## src/rsrep_pkg.sv

```systemverilog
// Package of constants and types for the half-duplex RS-485 repeater direction logic
`default_nettype none
package rsrep_pkg;
	localparam int unsigned CLK_HZ = 25000000;
	localparam int unsigned CLK_PERIOD_NS = 40;
	localparam int unsigned FRAME_BITS = 10;
	localparam int unsigned NUM_RATES = 8;
	localparam int unsigned SEL_W = 3;
	localparam int unsigned CNT_W = 20;
	localparam logic [CNT_W-1:0] CNT_ZERO = 20'h00000;
	localparam logic [SEL_W-1:0] SEL_RST = 3'h4;
	localparam logic LINE_IDLE = 1'b1;
	typedef int unsigned rsrep_rate_t [NUM_RATES];
	localparam rsrep_rate_t BAUD_TABLE = '{600, 1200, 2400, 4800, 9600, 19200, 38400, 76800};
	typedef enum logic [2:0] {
		ST_IDLE = 3'b001,
		ST_A2B = 3'b010,
		ST_B2A = 3'b100
	} rsrep_state_e;
	typedef struct packed {
		logic drv_a;
		logic drv_b;
		logic tx_a;
		logic tx_b;
	} rsrep_line_s;
endpackage : rsrep_pkg
`default_nettype wire

```

## src/rsrep_core.sv

```systemverilog
// Direction control for a two-sided half-duplex RS-485 repeater
`timescale 1ns/100ps
`default_nettype none
module rsrep_core import rsrep_pkg::*; #(
	parameter int unsigned CLK_FREQ = CLK_HZ
) (
	input wire logic clock_i,
	input wire logic rst_n_i,
	input wire logic rx_a_i,
	input wire logic rx_b_i,
	input wire logic [SEL_W-1:0] baud_sel_i,
	output logic drv_en_a_o,
	output logic drv_en_b_o,
	output logic tx_a_o,
	output logic tx_b_o,
	output logic [CNT_W-1:0] remain_o
);
	// Character length in clock cycles for each selector position, from the bit time rounded down
	logic [CNT_W-1:0] char_cycles [NUM_RATES];
	genvar g;
	generate
		for (g = 0; g < NUM_RATES; g++) begin : g_rate
			assign char_cycles[g] = CNT_W'((CLK_FREQ / BAUD_TABLE[g]) * FRAME_BITS);
		end
	endgenerate

	// Direction state, character counter, line history and registered pin drive
	rsrep_state_e state_q, state_d;
	logic [CNT_W-1:0] cnt_q, cnt_d;
	logic rxa_prev_q, rxb_prev_q;
	logic rxa_prev_d, rxb_prev_d;
	rsrep_line_s out_q, out_d;
	logic fall_a, fall_b;

	// Start-bit detection is pure line activity on each side
	assign fall_a = rxa_prev_q & ~rx_a_i;
	assign fall_b = rxb_prev_q & ~rx_b_i;

	// Line history for the start detectors, one sample per clock
	always_comb begin
		rxa_prev_d = rx_a_i;
		rxb_prev_d = rx_b_i;
	end

	// Next-state, counter and forwarding path
	always_comb begin
		state_d = state_q;
		cnt_d = cnt_q;
		// Default is receive mode on both sides with idle-high lines
		out_d.drv_a = 1'b0;
		out_d.drv_b = 1'b0;
		out_d.tx_a = LINE_IDLE;
		out_d.tx_b = LINE_IDLE;
		case (state_q)
			ST_IDLE: begin
				if (fall_a) begin // A has priority on a simultaneous start
					state_d = ST_A2B;
					cnt_d = char_cycles[baud_sel_i] - 20'h00001;
					out_d.drv_b = 1'b1;
					out_d.tx_b = rx_a_i;
				end else if (fall_b) begin
					state_d = ST_B2A;
					cnt_d = char_cycles[baud_sel_i] - 20'h00001;
					out_d.drv_a = 1'b1;
					out_d.tx_a = rx_b_i;
				end
			end
			ST_A2B: begin
				// B-side starts are not looked at here, so our own output is not echoed
				if (cnt_q == CNT_ZERO) begin
					state_d = ST_IDLE;
				end else begin
					cnt_d = cnt_q - 20'h00001;
					out_d.drv_b = 1'b1;
					out_d.tx_b = rx_a_i;
				end
			end
			// Mirror of A to B; A-side starts here are our own echo
			ST_B2A: begin
				if (cnt_q == CNT_ZERO) begin
					state_d = ST_IDLE;
				end else begin
					cnt_d = cnt_q - 20'h00001;
					out_d.drv_a = 1'b1;
					out_d.tx_a = rx_b_i;
				end
			end
			// Any stray code falls back to receive mode
			default: begin
				state_d = ST_IDLE;
				cnt_d = CNT_ZERO;
			end
		endcase
	end

	// State registers, synchronous reset to receive mode
	always_ff @(posedge clock_i) begin
		if (!rst_n_i) begin
			state_q <= ST_IDLE;
			cnt_q <= CNT_ZERO;
			rxa_prev_q <= LINE_IDLE;
			rxb_prev_q <= LINE_IDLE;
			out_q <= '{drv_a: 1'b0, drv_b: 1'b0, tx_a: LINE_IDLE, tx_b: LINE_IDLE};
		end else begin
			state_q <= state_d;
			cnt_q <= cnt_d;
			rxa_prev_q <= rxa_prev_d;
			rxb_prev_q <= rxb_prev_d;
			out_q <= out_d;
		end
	end

	// Ports come straight from the output and counter flops
	assign drv_en_a_o = out_q.drv_a;
	assign drv_en_b_o = out_q.drv_b;
	assign tx_a_o = out_q.tx_a;
	assign tx_b_o = out_q.tx_b;
	assign remain_o = cnt_q;

	// Checks on the direction logic
	AST_IDLE_QUIET: assert property (@(posedge clock_i) disable iff (!rst_n_i)
		(state_q == ST_IDLE) |-> (!out_q.drv_a && !out_q.drv_b))
		else $error("driver on while idle");
	AST_START_A: assert property (@(posedge clock_i) disable iff (!rst_n_i)
		(state_q == ST_IDLE && fall_a) |=> (drv_en_b_o && !drv_en_a_o))
		else $error("start on A did not enable B");
	AST_START_B: assert property (@(posedge clock_i) disable iff (!rst_n_i)
		(state_q == ST_IDLE && !fall_a && fall_b) |=> (drv_en_a_o && !drv_en_b_o))
		else $error("start on B did not enable A");
	AST_HOLD_END: assert property (@(posedge clock_i) disable iff (!rst_n_i)
		(state_q != ST_IDLE && cnt_q == CNT_ZERO) |=> (state_q == ST_IDLE && !drv_en_a_o && !drv_en_b_o))
		else $error("driver not released at end of character");
	AST_LOAD: assert property (@(posedge clock_i) disable iff (!rst_n_i)
		(state_q == ST_IDLE && (fall_a || fall_b)) |=> (cnt_q == $past(char_cycles[baud_sel_i]) - 20'h00001))
		else $error("character count not loaded from selector");
	AST_FWD_A2B: assert property (@(posedge clock_i) disable iff (!rst_n_i)
		(state_d == ST_A2B) |=> (tx_b_o == $past(rx_a_i)))
		else $error("A to B data not forwarded");
	AST_FWD_B2A: assert property (@(posedge clock_i) disable iff (!rst_n_i)
		(state_d == ST_B2A) |=> (tx_a_o == $past(rx_b_i)))
		else $error("B to A data not forwarded");
	AST_NO_ECHO: assert property (@(posedge clock_i) disable iff (!rst_n_i)
		(state_q == ST_A2B && cnt_q != CNT_ZERO) |=> (state_q == ST_A2B))
		else $error("direction changed mid character");
	AST_COUNT_DOWN: assert property (@(posedge clock_i) disable iff (!rst_n_i)
		(state_q != ST_IDLE && cnt_q != CNT_ZERO) |=> (cnt_q == $past(cnt_q) - 20'h00001))
		else $error("character counter not stepping");

	// Own echo on the driven side never moves the direction
	AST_NO_ECHO_B: assert property (@(posedge clock_i) disable iff (!rst_n_i)
		(state_q == ST_B2A && cnt_q != CNT_ZERO)
		|=> (state_q == ST_B2A))
		else $error("direction changed mid character on B");
	AST_ECHO_B_IGNORED: assert property (@(posedge clock_i) disable iff (!rst_n_i)
		(state_q == ST_A2B && cnt_q != CNT_ZERO && fall_b)
		|=> (drv_en_b_o && !drv_en_a_o))
		else $error("echo on B disturbed the A to B character");
	AST_ECHO_A_IGNORED: assert property (@(posedge clock_i) disable iff (!rst_n_i)
		(state_q == ST_B2A && cnt_q != CNT_ZERO && fall_a)
		|=> (drv_en_a_o && !drv_en_b_o))
		else $error("echo on A disturbed the B to A character");

	// Start arbitration and holding the far driver
	AST_TIE_A_WINS: assert property (@(posedge clock_i) disable iff (!rst_n_i)
		(state_q == ST_IDLE && fall_a && fall_b)
		|=> (drv_en_b_o && !drv_en_a_o))
		else $error("simultaneous start not given to A");
	AST_ONE_DRIVER: assert property (@(posedge clock_i) disable iff (!rst_n_i)
		(drv_en_a_o || drv_en_b_o)
		|-> (drv_en_a_o != drv_en_b_o))
		else $error("both drivers on together");
	AST_A2B_DRIVE: assert property (@(posedge clock_i) disable iff (!rst_n_i)
		(state_q == ST_A2B)
		|-> (drv_en_b_o && !drv_en_a_o))
		else $error("B driver off during A to B character");
	AST_B2A_DRIVE: assert property (@(posedge clock_i) disable iff (!rst_n_i)
		(state_q == ST_B2A)
		|-> (drv_en_a_o && !drv_en_b_o))
		else $error("A driver off during B to A character");

	// Receive mode and idle lines whenever a driver is off
	AST_TX_A_IDLE: assert property (@(posedge clock_i) disable iff (!rst_n_i)
		(!drv_en_a_o)
		|-> tx_a_o)
		else $error("A data not idle while its driver is off");
	AST_TX_B_IDLE: assert property (@(posedge clock_i) disable iff (!rst_n_i)
		(!drv_en_b_o)
		|-> tx_b_o)
		else $error("B data not idle while its driver is off");
	AST_REMAIN_IDLE: assert property (@(posedge clock_i) disable iff (!rst_n_i)
		(state_q == ST_IDLE)
		|-> (remain_o == CNT_ZERO))
		else $error("count left over while idle");
	AST_IDLE_HOLD: assert property (@(posedge clock_i) disable iff (!rst_n_i)
		(state_q == ST_IDLE && !fall_a && !fall_b)
		|=> (state_q == ST_IDLE && !drv_en_a_o && !drv_en_b_o))
		else $error("left idle without line activity");

	// Character length and release
	AST_LOAD_NONZERO: assert property (@(posedge clock_i) disable iff (!rst_n_i)
		(state_q == ST_IDLE && (fall_a || fall_b))
		|=> (remain_o != CNT_ZERO))
		else $error("empty character period loaded");
	AST_END_TX_HIGH: assert property (@(posedge clock_i) disable iff (!rst_n_i)
		(state_q != ST_IDLE && cnt_q == CNT_ZERO)
		|=> (tx_a_o && tx_b_o && remain_o == CNT_ZERO))
		else $error("lines not idle after release");

	// Reset puts both sides back into receive mode
	AST_RESET_QUIET: assert property (@(posedge clock_i)
		(!rst_n_i)
		|=> (!drv_en_a_o && !drv_en_b_o && tx_a_o && tx_b_o && remain_o == CNT_ZERO))
		else $error("block not quiet after reset");
endmodule : rsrep_core
`default_nettype wire

```

## config.mk

```make
export PLATFORM = sky130hd
export DESIGN_NAME = rsrep_core
export DESIGN_NICKNAME = d
export VERILOG_FILES = /design/src/rsrep_pkg.sv /design/src/rsrep_core.sv
export SDC_FILE = /design/constraint.sdc
export NUM_CORES = 1
export LEC_CHECK = 0
export ABC_AREA = 1
export BUFFER_PORTS_ARGS = -buffer_cell sky130_fd_sc_hd__buf_2
export CAP_MARGIN = 20
export CORE_UTILIZATION = 28
export CTS_BUF_LIST = sky130_fd_sc_hd__clkbuf_4
export DETAILED_ROUTE_END_ITERATION = 7
export SLEW_MARGIN = 25
export SYNTH_ARGS = -nofsm -noshare
export SYNTH_HDL_FRONTEND = slang
export SYNTH_SLANG_ARGS = --single-unit
```

## constraint.sdc

```tcl
create_clock -name clock_i -period 3.4 [get_ports clock_i]
set_clock_uncertainty 0.05 [all_clocks]
set_input_delay 0.51 -clock clock_i [delete_from_list [all_inputs] [get_ports clock_i]]
set_output_delay 0.51 -clock clock_i [all_outputs]
set_load 0.02 [all_outputs]
```

# Word level (Yosys, flattened, before mapping)
# Memories as Yosys holds them, arrays and structs flattened.
# Index checks and enable logic that the tools add are counted.
# op_classes
add_sub_neg	2
n_lt_le_gt_ge	1
eq_ne	6
mux	23
bitwise_logic	5
n_reduce_logical	4
# op_table
operator	count
$mux W20	5
$pmux W20 S2	1
$sub A20 B1 Y20 const B	2
$logic_not A20 Y1	1
$mux W1	9
$mux W3	3
$pmux W1 S2	4
$pmux W3 S2	1
$ge A4 B4 Y1 const B	1
$not A3 Y4	1
$reduce_and A2 Y1	2
$eq A3 B1 Y1 const B	1
$eq A3 B2 Y1 const B	1
$eq A3 B3 Y1 const B	1
$ne A3 B3 Y1 const B	1
$and A1 B1 Y1	2
$ne A2 B1 Y1 const B	1
$ne A2 B2 Y1 const B	1
$not A1 Y1	2
$reduce_or A2 Y1	1
# totals
ff_bits	29
romBits	160
input_bits	7
output_inout_bits	24
elab_cells	50
memories	1
# mem_list
memory	words	width	rd	rd_ports_with_merged_regs	write_ports	line_no	text
(no name shown)	8	20	1	0	0	rsrep_core.sv:63	cnt_d = char_cycles[baud_sel_i] - 20'h00001;

# Depth between registers and ports, before layout
# Gate-level depths: netlist of run 1.
# logic_depth
depth_word	8
mapped_depth	18
ltp_nobuf	18

# Worst setup path after synthesis of run 1
# OpenSTA, ideal clock, no wires.
# synth_path
kind	input -> register
startpoint	in baud_sel_i[1]
endpoint	reg cnt_q[16], in the netlist remain_o[16]
setup_ns	0.134
arrival_time_ns	2.024
t_required_ns	3.216
setup_slack_ns	1.192
cell_stages	17
n_path_buf	0
cell_sequence	inv_1 -> ha_1 -> inv_1 -> nor2_1 -> nor2_1 -> nand3_1 -> nand2_1 -> ha_1 -> nand3_2 -> nor2_4 -> nand2_2 -> nand2_4 -> nand2_4 -> nor2_1 -> nand3_1 -> nand3_1 -> a21oi_1
# synth_via
elab_chain_len	8
# synth_rtl
element	line_no	text
start: declaration	rsrep_core.sv:11	input wire logic [SEL_W-1:0] baud_sel_i,
$not A3 Y4 (implied by the code) (*)	rsrep_core.sv:58, rsrep_core.sv:63	
$mem_v2 Z8 W20 (*)	--	
$mux W20 (implied by the code) (*) (2 in series)	rsrep_core.sv:63	
$sub A20 B1 Y20 (*)	rsrep_core.sv:63	
$mux W20	rsrep_core.sv:61	end else if (fall_b) begin
$mux W20 (*)	rsrep_core.sv:56	if (fall_a) begin
$pmux W20 S2 (*)	rsrep_core.sv:54	case (state_q)
end signal: assignment	rsrep_core.sv:106	cnt_q <= cnt_d;
end: declaration	rsrep_core.sv:29	logic [CNT_W-1:0] cnt_q, cnt_d;
# Mark *: on every way between the ends. The rest lies on a longest branch, timed or not. The select of a mux whose other input is x is not followed.
# A chain may end at the register's enable or synchronous reset.

# Worst setup path after layout of run 1
# layout_path
startpoint	reg state_q[1]
endpoint	reg cnt_q[16], in the netlist remain_o[16]
# layout_via
elab_chain_len	4
word_cells_on_any_way	8
classes_between	eq/ne (5); mux (1); reduce/logical (2)
# layout_rtl
element	line_no	text
start: declaration	rsrep_core.sv:28	rsrep_state_e state_q, state_d;
start signal: assignment	rsrep_core.sv:105	state_q <= state_d;
$eq A3 B3 Y1 / $eq A3 B2 Y1 (equally long branches)	rsrep_core.sv:54	
$reduce_or A2 Y1 (no line)	--	
$ne A2 B2 Y1 (no line)	--	
$reduce_and A2 Y1 (no line)	--	
# Several ways; a longest one is shown, not always the timed one.

==> results of run 1 <==
flip-flops by register name, indices dropped and copies added, names as in the netlist:
register and cells:
remain_o 20, state_q 3, drv_en_a_o 1, drv_en_b_o 1, rxa_prev_q 1, rxb_prev_q 1, tx_a_o 1, tx_b_o 1
cells by family (layout without fill, tap and decap cells):
family	Yosys count	in the layout	share of synthesized area
adders and majority gates	8	8	0.0398
buffers and inverters	74	100	0.129
AOI/OAI and AO/OA	55	55	0.119
DFF	29	29	0.231
xor gates and xnor gates	3	3	0.0104
and+or+nand+nor	260	260	0.471
report_power, final:
group | internal [W] | switching (W)
Clock | 0.000150 | 0.000121
Sequential | 0.000386 | 0.0000456
Combinational | 0.000160 | 0.000358
Total | 0.000695 | 0.000525
metal layers:
layer / wire (um) / track usage / vias to the layer above
met1: 3310 / 0.207 / 1180
li1: - / - / 1406
met2: 3240 / 0.260 / 63
met4: 75 / 0.0253 / 0
met3: 342 / 0.0318 / 6
met5: 0 / 0 / -
final cells by class:
cell class	instances	share of cell area
multi-input combinational	326	0.577
sequential	29	0.208
inverter	61	0.0820
timing repair buffer	32	0.0591
tap	108	0.0484
clock buffer	5	0.0134
clock inverter	2	0.0125
worst max-delay path by stage:
| stage | end | slack, ps | depth (start not counted) |
|---|---|---|---|
| after detailed placement | remain_o[16] | 670 | 18 |
| after floorplan | remain_o[16] | 1190 | 17 |
| final | remain_o[16] | 850 | 14 |
| after global placement | remain_o[16] | 760 | 18 |
| after CTS | remain_o[16] | 870 | 15 |
| after global routing | remain_o[18] | 630 | 16 |
metrics by stage:
step                      hold WS, ps  instance area (um^2)
after floorplan                   434                  2510
after global routing              325                  2790
after detailed placement          425                  2720
after global placement            421                  2720
after CTS                         327                  2790
final                             339                  2790
critical path: cells and delay by family (launching register included):
kind            cells  cell delay, ps
fa+ha+maj           1             220
simple gates       12            1640
flops               1             430
compound gates      1              60
layout by cell type, fill, tap and decap left out, types with 5 or more instances in the layout:
cell type and count:
a21oi_1 26, buf_2 30, clkbuf_4 5, dfxtp_1 29, ha_1 8, inv_1 52, inv_2 9, nand2_1 139
nand2_2 15, nand3_1 41, nand4_1 8, nor2_1 37, nor2_2 7, o21ai_0 14, o21ai_1 8
==> impl_metrics.json, run 1 <==
{
  "hold_end": "rxa_prev_q",
  "worst_path_most_repeated_cell": "nand2_4",
  "antenna_found_initial": 0,
  "tightestPinTransition_ps": 818,
  "synth.top_cells.by_count": "139 x nand2_1, 52 x inv_1, 41 x nand3_1, 37 x nor2_1, 29 x dfxtp_1",
  "nFillCells": 962,
  "setup.worst_path.end_class": "flop",
  "multi_input_area_um2": 1610,
  "synth-edff-count": 0,
  "postCtsSetupRepairBufs": 0,
  "regArea_um2": 581,
  "dieHeight_um": 96.8,
  "grt_usage": 0.155,
  "p_leak_nw": 1.37,
  "dp.cells": 556,
  "arrival_ps": 2680,
  "status": "finished, final reports clean",
  "reg2reg_slack_ps": 850,
  "synth_fp_nets": 444,
  "startpoint": "state_q[1]",
  "die-area_um2": 9360,
  "ys_seq_area_frac": 0.231,
  "postRouteAntennaNets": 0,
  "ff2ff_path_depth": 14,
  "hold_violations": 0,
  "min_period_over_period": 0.750,
  "grt_max_degree": 37,
  "cts_tree": "yes",
  "r2r_start": "state_q[1]",
  "async_flop_share": 0,
  "cts_buffers": 5,
  "cts_sinks": 29,
  "diodes": 0,
  "root_buffer": "clkbuf_4",
  "cpPeakStageDelay_ps": 430,
  "portBuffers": 30,
  "cp_slowest_cell": "dfxtp_1",
  "vdd_drop_max_mv": 0.219,
  "slew_viol_final": 0,
  "final.setup.tns_ps": 0,
  "power.density_nw_per_um2": 437,
  "crit_path_start_kind": "flop",
  "synth-seq-cells": 29,
  "ys.flop_type": "dfxtp_1",
  "clkSlewWorstSetupHoldPaths_ps": 100,
  "worst-path-max-fanout": 36,
  "synth_area_leaders": "dfxtp_1 23%, nand2_1 21%, nand3_1 8.2%",
  "remaining_drc_errors": 0,
  "final_nets": 470,
  "yosysMostFrequentCell": "nand2_1",
  "yosysTopAreaCell": "dfxtp_1",
  "synth_top_area_share": 0.231,
  "gp_congestion": 0.938,
  "postCtsHoldBufs": 0,
  "cts_resized": 0,
  "syn_area_um2": 2510,
  "r2r_end": "remain_o[16]",
  "initial_core_util": 0.288,
  "rsz0062_at_grt": "no",
  "area_growth_pct": 11.0,
  "fin_ws_ps": 851,
  "hold_class": "in -> reg",
  "syn_inst": 429,
  "first_pass_iters": 4,
  "hpwl_mm": 5.56,
  "clockBufferDepth": 2,
  "fmax_mhz": 392,
  "drt_wl_total_mm": 6.96,
  "die_x_um": 96.8,
  "synth_cell_type_count": 32,
  "cp.required_ps": 3530,
  "num_rows": 34,
  "drv_cap": 0,
  "via_count": 2655,
  "period_minus_slack_ps": 2550,
  "h-tree-depth": 2,
  "pre_cts_slack_ps": 666,
  "syn_area_per_cell_um2": 5.86,
  "wire_per_inst_um": 12.4,
  "fin_cells": 563,
  "avgViaCountPerCell": 4.72,
  "finalPower_w": 0.00122,
  "utilization": 0.320,
  "slew_headroom": 0.454,
  "boundaryPins": 31,
  "path_cells": "nand3_4 -> nand2_4 -> nand2_1 -> nand2_1 -> ha_1 -> nand3_2 -> nor2_4 -> nand2_2 -> nand2_4 -> nand2_4 -> nor2_1 -> nand3_1 -> nand3_1 -> a21oi_1",
  "yosys_warnings": 0,
  "crit_type": "reg -> reg",
  "overflow": 0,
  "hold_depth": 3,
  "hp-start": "rx_a_i",
  "grt_first_pass_wirelength_mm": 12.1,
  "insertion_delay_ps": 320,
  "coreArea_um2": 8720,
  "finalSetupViolCount": 0,
  "drtIter0Drc": 146,
  "drive_gt1_frac": 0.185,
  "first_global_vias": 2529
}
Note: power is estimated with default switching activity, not from simulation.
==> run 2, diff against run 1 <==
==> constraint.sdc (replaced) <==
create_clock -name clock_i -period 2.1 [get_ports clock_i]
set_clock_uncertainty 0.05 [all_clocks]
set_input_delay 0.315 -clock clock_i [delete_from_list [all_inputs] [get_ports clock_i]]
set_output_delay 0.315 -clock clock_i [all_outputs]
set_load 0.02 [all_outputs]
==> run 2 against run 1 <==
  * Hold slack worse by 210 ps
  * Largest power group unchanged
  * Global-route usage up 0.99 points
  * Critical path depth up 1
  * Flip-flop and latch count unchanged
  * Fmax up 27%
  * Utilization up 5.6 points
  * Critical path type unchanged
  * Final area up 17%
  * Via count up 8.4%
  * Combinational power up 97%
  * Critical endpoint unchanged
  * First-iteration DRC count up 28%
  * Sequential power up 63%
  * Setup slack worse by 760 ps
==> impl_metrics.json, run 2 (same netlist as run 1, synthesis figures left out) <==
{
  "status": "finished, final reports clean",
  "drive_gt1_frac": 0.303,
  "via_count": 2877,
  "grt_usage": 0.165,
  "dieHeight_um": 96.8,
  "slew_headroom": 0.768,
  "initial_core_util": 0.288,
  "utilization": 0.376,
  "fin_ws_ps": 91.6,
  "insertion_delay_ps": 340,
  "root_buffer": "clkbuf_4",
  "first_global_vias": 2682,
  "slew_viol_final": 0,
  "pre_cts_slack_ps": -189,
  "crit_type": "reg -> reg",
  "seq_power_share": 0.321,
  "crit_path_start_kind": "flop",
  "gp_congestion": 0.938,
  "finalSetupViolCount": 0,
  "fin_cells": 613,
  "hold_class": "in -> reg",
  "portBuffers": 30,
  "diodes": 0,
  "setup.worst_path.end_class": "flop",
  "first_pass_iters": 4,
  "comb_power_share": 0.465,
  "p_leak_nw": 1.61,
  "antenna_found_initial": 0,
  "power.density_nw_per_um2": 669,
  "die_x_um": 96.8,
  "path_cells": "inv_2 -> nand3_4 -> nand2_8 -> nand2_1 -> nand2_2 -> ha_4 -> nand3_4 -> nor2_4 -> nand2_2 -> nand2_4 -> nand2_8 -> nor2_2 -> nand3_1 -> nand3_1 -> a21oi_1",
  "hold_slack_ps": 133,
  "largest_reg_flops": 20,
  "h-tree-depth": 2,
  "cts_buffers": 5,
  "area_growth_pct": 30.3,
  "cts_tree": "yes",
  "tightestPinTransition_ps": 348,
  "vdd_drop_max_mv": 0.295,
  "cp_slowest_cell": "dfxtp_2",
  "rsz0062_at_grt": "yes",
  "period_minus_slack_ps": 2010,
  "cpPeakStageDelay_ps": 360,
  "coreArea_um2": 8720,
  "arrival_ps": 2180,
  "die-area_um2": 9360,
  "drt_wl_total_mm": 7.61,
  "cts_sinks": 29,
  "worst-path-max-fanout": 8,
  "cp.required_ps": 2270,
  "final_nets": 519,
  "clkPwrFrac": 0.214,
  "remaining_drc_errors": 0,
  "fmax_mhz": 498,
  "clkSlewWorstSetupHoldPaths_ps": 110,
  "hpwl_mm": 6.08,
  "drtIter0Drc": 187,
  "min_period_over_period": 0.956,
  "avgViaCountPerCell": 4.69,
  "drv_cap": 0,
  "grt_max_degree": 23,
  "final.setup.tns_ps": 0,
  "layout_common_cells": "131 x nand2_1, 50 x inv_1, 50 x buf_4",
  "postRouteAntennaNets": 0,
  "intPower_w": 0.00126,
  "wire_per_inst_um": 12.4,
  "p_sw_frac": 0.425,
  "clockBufferDepth": 2,
  "nFillCells": 933,
  "grt_first_pass_wirelength_mm": 12.6,
  "final_common_cell": "nand2_1",
  "switching_power_w": 0.000932,
  "boundaryPins": 31,
  "num_rows": 34,
  "hold_violations": 0,
  "overflow": 0,
  "dp.cells": 601
}
run 2: timing repair:
item,CTS,global route
pin swaps,0,7
gates resized for setup,1,26
setup endpoints to repair,2,19
buffers inserted,0,4
hold buffers,0,0
run 2: per-stage QoR:
step | total power (W) | area (um^2)
floorplan | 0.00132 | 2510
global placement | 0.00167 | 3070
global route | 0.00235 | 3280
CTS | 0.00215 | 3160
finish | 0.00219 | 3280
detailed placement | 0.00168 | 3070
run 2: final cells by class:
| class | instances | area (um^2) | share of cell area |
|---|---|---|---|
| repair buffers | 81 | 546 | 0.166 |
| clock inverters | 3 | 41.3 | 0.0126 |
| inverters | 61 | 231 | 0.0706 |
| well taps | 108 | 135 | 0.0412 |
| clock buffers | 5 | 37.5 | 0.0115 |
| flip-flops and latches | 29 | 586 | 0.179 |
| multi-input cells | 326 | 1700 | 0.519 |
run 2: routing by layer:
layer,vias up,global-route usage,share of wire
li1,1508,-,-
met1,1308,0.218,0.48
met2,51,0.272,0.47
met3,10,0.0289,0.032
met4,0,0.0482,0.017
met5,-,0,0
run 2: power groups by stage:
stage	Clock, W	Combinational (W)	Sequential, W
after floorplan	0	0.000545	0.000775
after global placement	0	0.000957	0.000713
after detailed placement	0	0.000964	0.000715
after CTS	0.000479	0.000969	0.000702
after global routing	0.000510	0.00112	0.000717
final	0.000470	0.00102	0.000703
run 2: critical path, delay by kind of cell, from the launching register on:
family                     cells  cell delay, ps
adders and majority gates      1             160
buffers and inverters          1              70
DFF                            1             360
and+or+nand+nor               12            1190
AOI/OAI and AO/OA              1              60
run 2: final timing paths:
path / end / cells past startpoint / start / slack, ps
max: remain_o[16] / 15 / state_q[1] / 90
min: rxb_prev_q / 3 / rx_b_i / 130
max reg2reg: remain_o[16] / 15 / state_q[1] / 90
min reg2reg: remain_o[17] / 2 / remain_o[17] / 440
==> run 3, diff against run 2 <==
--- a/config.mk
+++ b/config.mk
@@ -8,6 +8,7 @@
 export ABC_AREA = 1
 export BUFFER_PORTS_ARGS = -buffer_cell sky130_fd_sc_hd__buf_2
 export CAP_MARGIN = 20
+export CORE_ASPECT_RATIO = 1.75
 export CORE_UTILIZATION = 28
 export CTS_BUF_LIST = sky130_fd_sc_hd__clkbuf_4
 export DETAILED_ROUTE_END_ITERATION = 7
==> run 3 against run 2 <==
  * Register-to-register slack is essentially flat
  * Sequential power down 0.9%
  * Cell count up 2.8%
  * Via count is 2.7% higher
  * Largest power group unchanged
  * Highest routed layer unchanged
==> impl_metrics.json, run 3 (same netlist as run 1, synthesis figures left out) <==
{
  "insertion_delay_ps": 350,
  "hold_class": "in -> reg",
  "ff2ff_path_depth": 14,
  "fmax_mhz": 498,
  "rsz0062_at_grt": "yes",
  "drv_cap": 0,
  "crit_path_start_kind": "flop",
  "final.setup.tns_ps": 0,
  "via_count": 2955,
  "antenna_found_initial": 0,
  "slew_headroom": 0.674,
  "postCtsHoldBufs": 0,
  "h-tree-depth": 2,
  "cp_num_buf_inv": 1,
  "clockBufferDepth": 2,
  "setup.worst_path.end_class": "flop",
  "area_growth_pct": 32.9,
  "finalSetupViolCount": 0,
  "dieHeight_um": 127,
  "remaining_drc_errors": 0,
  "cts_buffers": 5,
  "cts_tree": "yes",
  "arrival_ps": 2190,
  "first_pass_iters": 5,
  "hold_violations": 0,
  "cpPeakStageDelay_ps": 390,
  "layout_common_cells": "133 x nand2_1, 56 x buf_4, 50 x inv_1",
  "cts_sinks": 29,
  "worst_path_most_repeated_cell": "nand3_1",
  "p_leak_nw": 1.64,
  "initial_core_util": 0.290,
  "wire_per_inst_um": 13.2,
  "final_common_cell": "nand2_1",
  "slew_viol_final": 0,
  "vdd_drop_max_mv": 0.346,
  "min_period_over_period": 0.957,
  "die_x_um": 73.6,
  "root_buffer": "clkbuf_4",
  "die-area_um2": 9380,
  "power.density_nw_per_um2": 641,
  "pre_cts_slack_ps": -321,
  "boundaryPins": 31,
  "avgViaCountPerCell": 4.69,
  "fin_cells": 630,
  "first_global_vias": 2952,
  "crit_type": "reg -> reg",
  "status": "finished, final reports clean",
  "drt_wl_total_mm": 8.34,
  "utilization": 0.386,
  "fin_ws_ps": 90.1,
  "grt_max_degree": 24,
  "path_cells": "inv_2 -> nand3_4 -> nand3_1 -> nand2_2 -> ha_4 -> nand3_2 -> nor2_4 -> nand2_2 -> nand2_4 -> nand2_8 -> nor2_4 -> nand3_1 -> nand3_1 -> a21oi_1",
  "gp_congestion": 0.937,
  "largest_reg_flops": 20,
  "num_rows": 45,
  "diodes": 0,
  "worst-path-max-fanout": 7,
  "tightestPinTransition_ps": 484,
  "coreArea_um2": 8670,
  "worst-path-stages": 14,
  "portBuffers": 30,
  "hold_depth": 3,
  "period_minus_slack_ps": 2010,
  "postRouteAntennaNets": 0,
  "cp.required_ps": 2280,
  "grt_usage": 0.186,
  "overflow": 0,
  "drive_gt1_frac": 0.312,
  "cp_slowest_cell": "dfxtp_2",
  "grt_first_pass_wirelength_mm": 13.4,
  "cpLargestDelayFamily": "simple AND/OR/NAND/NOR gates",
  "dp.cells": 617,
  "final_nets": 527,
  "drtIter0Drc": 157,
  "clkSlewWorstSetupHoldPaths_ps": 110,
  "hpwl_mm": 6.55
}
[run 3: cell types whose count changed in the layout (fill, tap and decap cells not counted), moves of 2 or more]
cell        change
buf_6           +2
nand2_2         -2
nor2_4          +2
nor2_2          -2
clkinvlp_4      +2
buf_4           +6
nand2_1         +2
[run 3: what timing repair did]
action,CTS,global route
endpoints found under the setup margin,3,20
buffers inserted,1,4
pin swaps,1,7
gates resized for setup,4,26
[run 3: layout make-up]
| class | count | area, um^2 |
|---|---|---|
| clock buffer | 5 | 37.5 |
| clock inverter | 3 | 22.5 |
| fill | 993 | 5330 |
| inverter | 61 | 234 |
| multi-input combinational | 326 | 1700 |
| sequential | 29 | 587 |
| tap | 117 | 146 |
| timing repair buffer | 89 | 613 |
[run 3: path summary, 6_finish.rpt]
path / startpoint / endpoint / slack (ps)
setup / recovery: state_q[1] / remain_o[16] / 90
hold reg to reg: remain_o[14] / remain_o[14] / 450
setup reg to reg: state_q[1] / remain_o[16] / 90
hold / removal: rx_a_i / rxa_prev_q / 110
[run 3: routing by layer]
metal | vias up | global-route usage | routed length, um
met4 | 0 | 0.110 | 490
met3 | 33 | 0.0323 | 302
met2 | 73 | 0.352 | 4510
met1 | 1333 | 0.179 | 3040
met5 | - | 0 | 0
li1 | 1516 | - | -
[run 3: worst reg2reg max path, delay by kind of cell (launching register included)]
family	cells	cell delay [ps]
buf+inv	1	50
simple gates	11	1210
fa+ha+maj	1	150
compound gates	1	60
flops	1	390
[run 3: report_power, final]
part	internal (W)	leakage [nW]	switching (W)	total, W
registers	0.000625	0.240	0.0000719	0.000697
logic	0.000412	1.37	0.000663	0.00108
clock network	0.000129	0.0234	0.000242	0.000371
total	0.00117	1.64	0.000977	0.00214
[run 3: per-stage QoR]
step / power (W) / instance area, um^2 / hold slack [ps]
6_report: 0.00214 / 3340 / 114
5_1_grt: 0.00229 / 3340 / 121
4_1_cts: 0.00209 / 3210 / 106
3_5_place_dp: 0.00171 / 3130 / 441
3_3_place_gp: 0.00170 / 3130 / 424
2_1_floorplan: 0.00132 / 2510 / 334
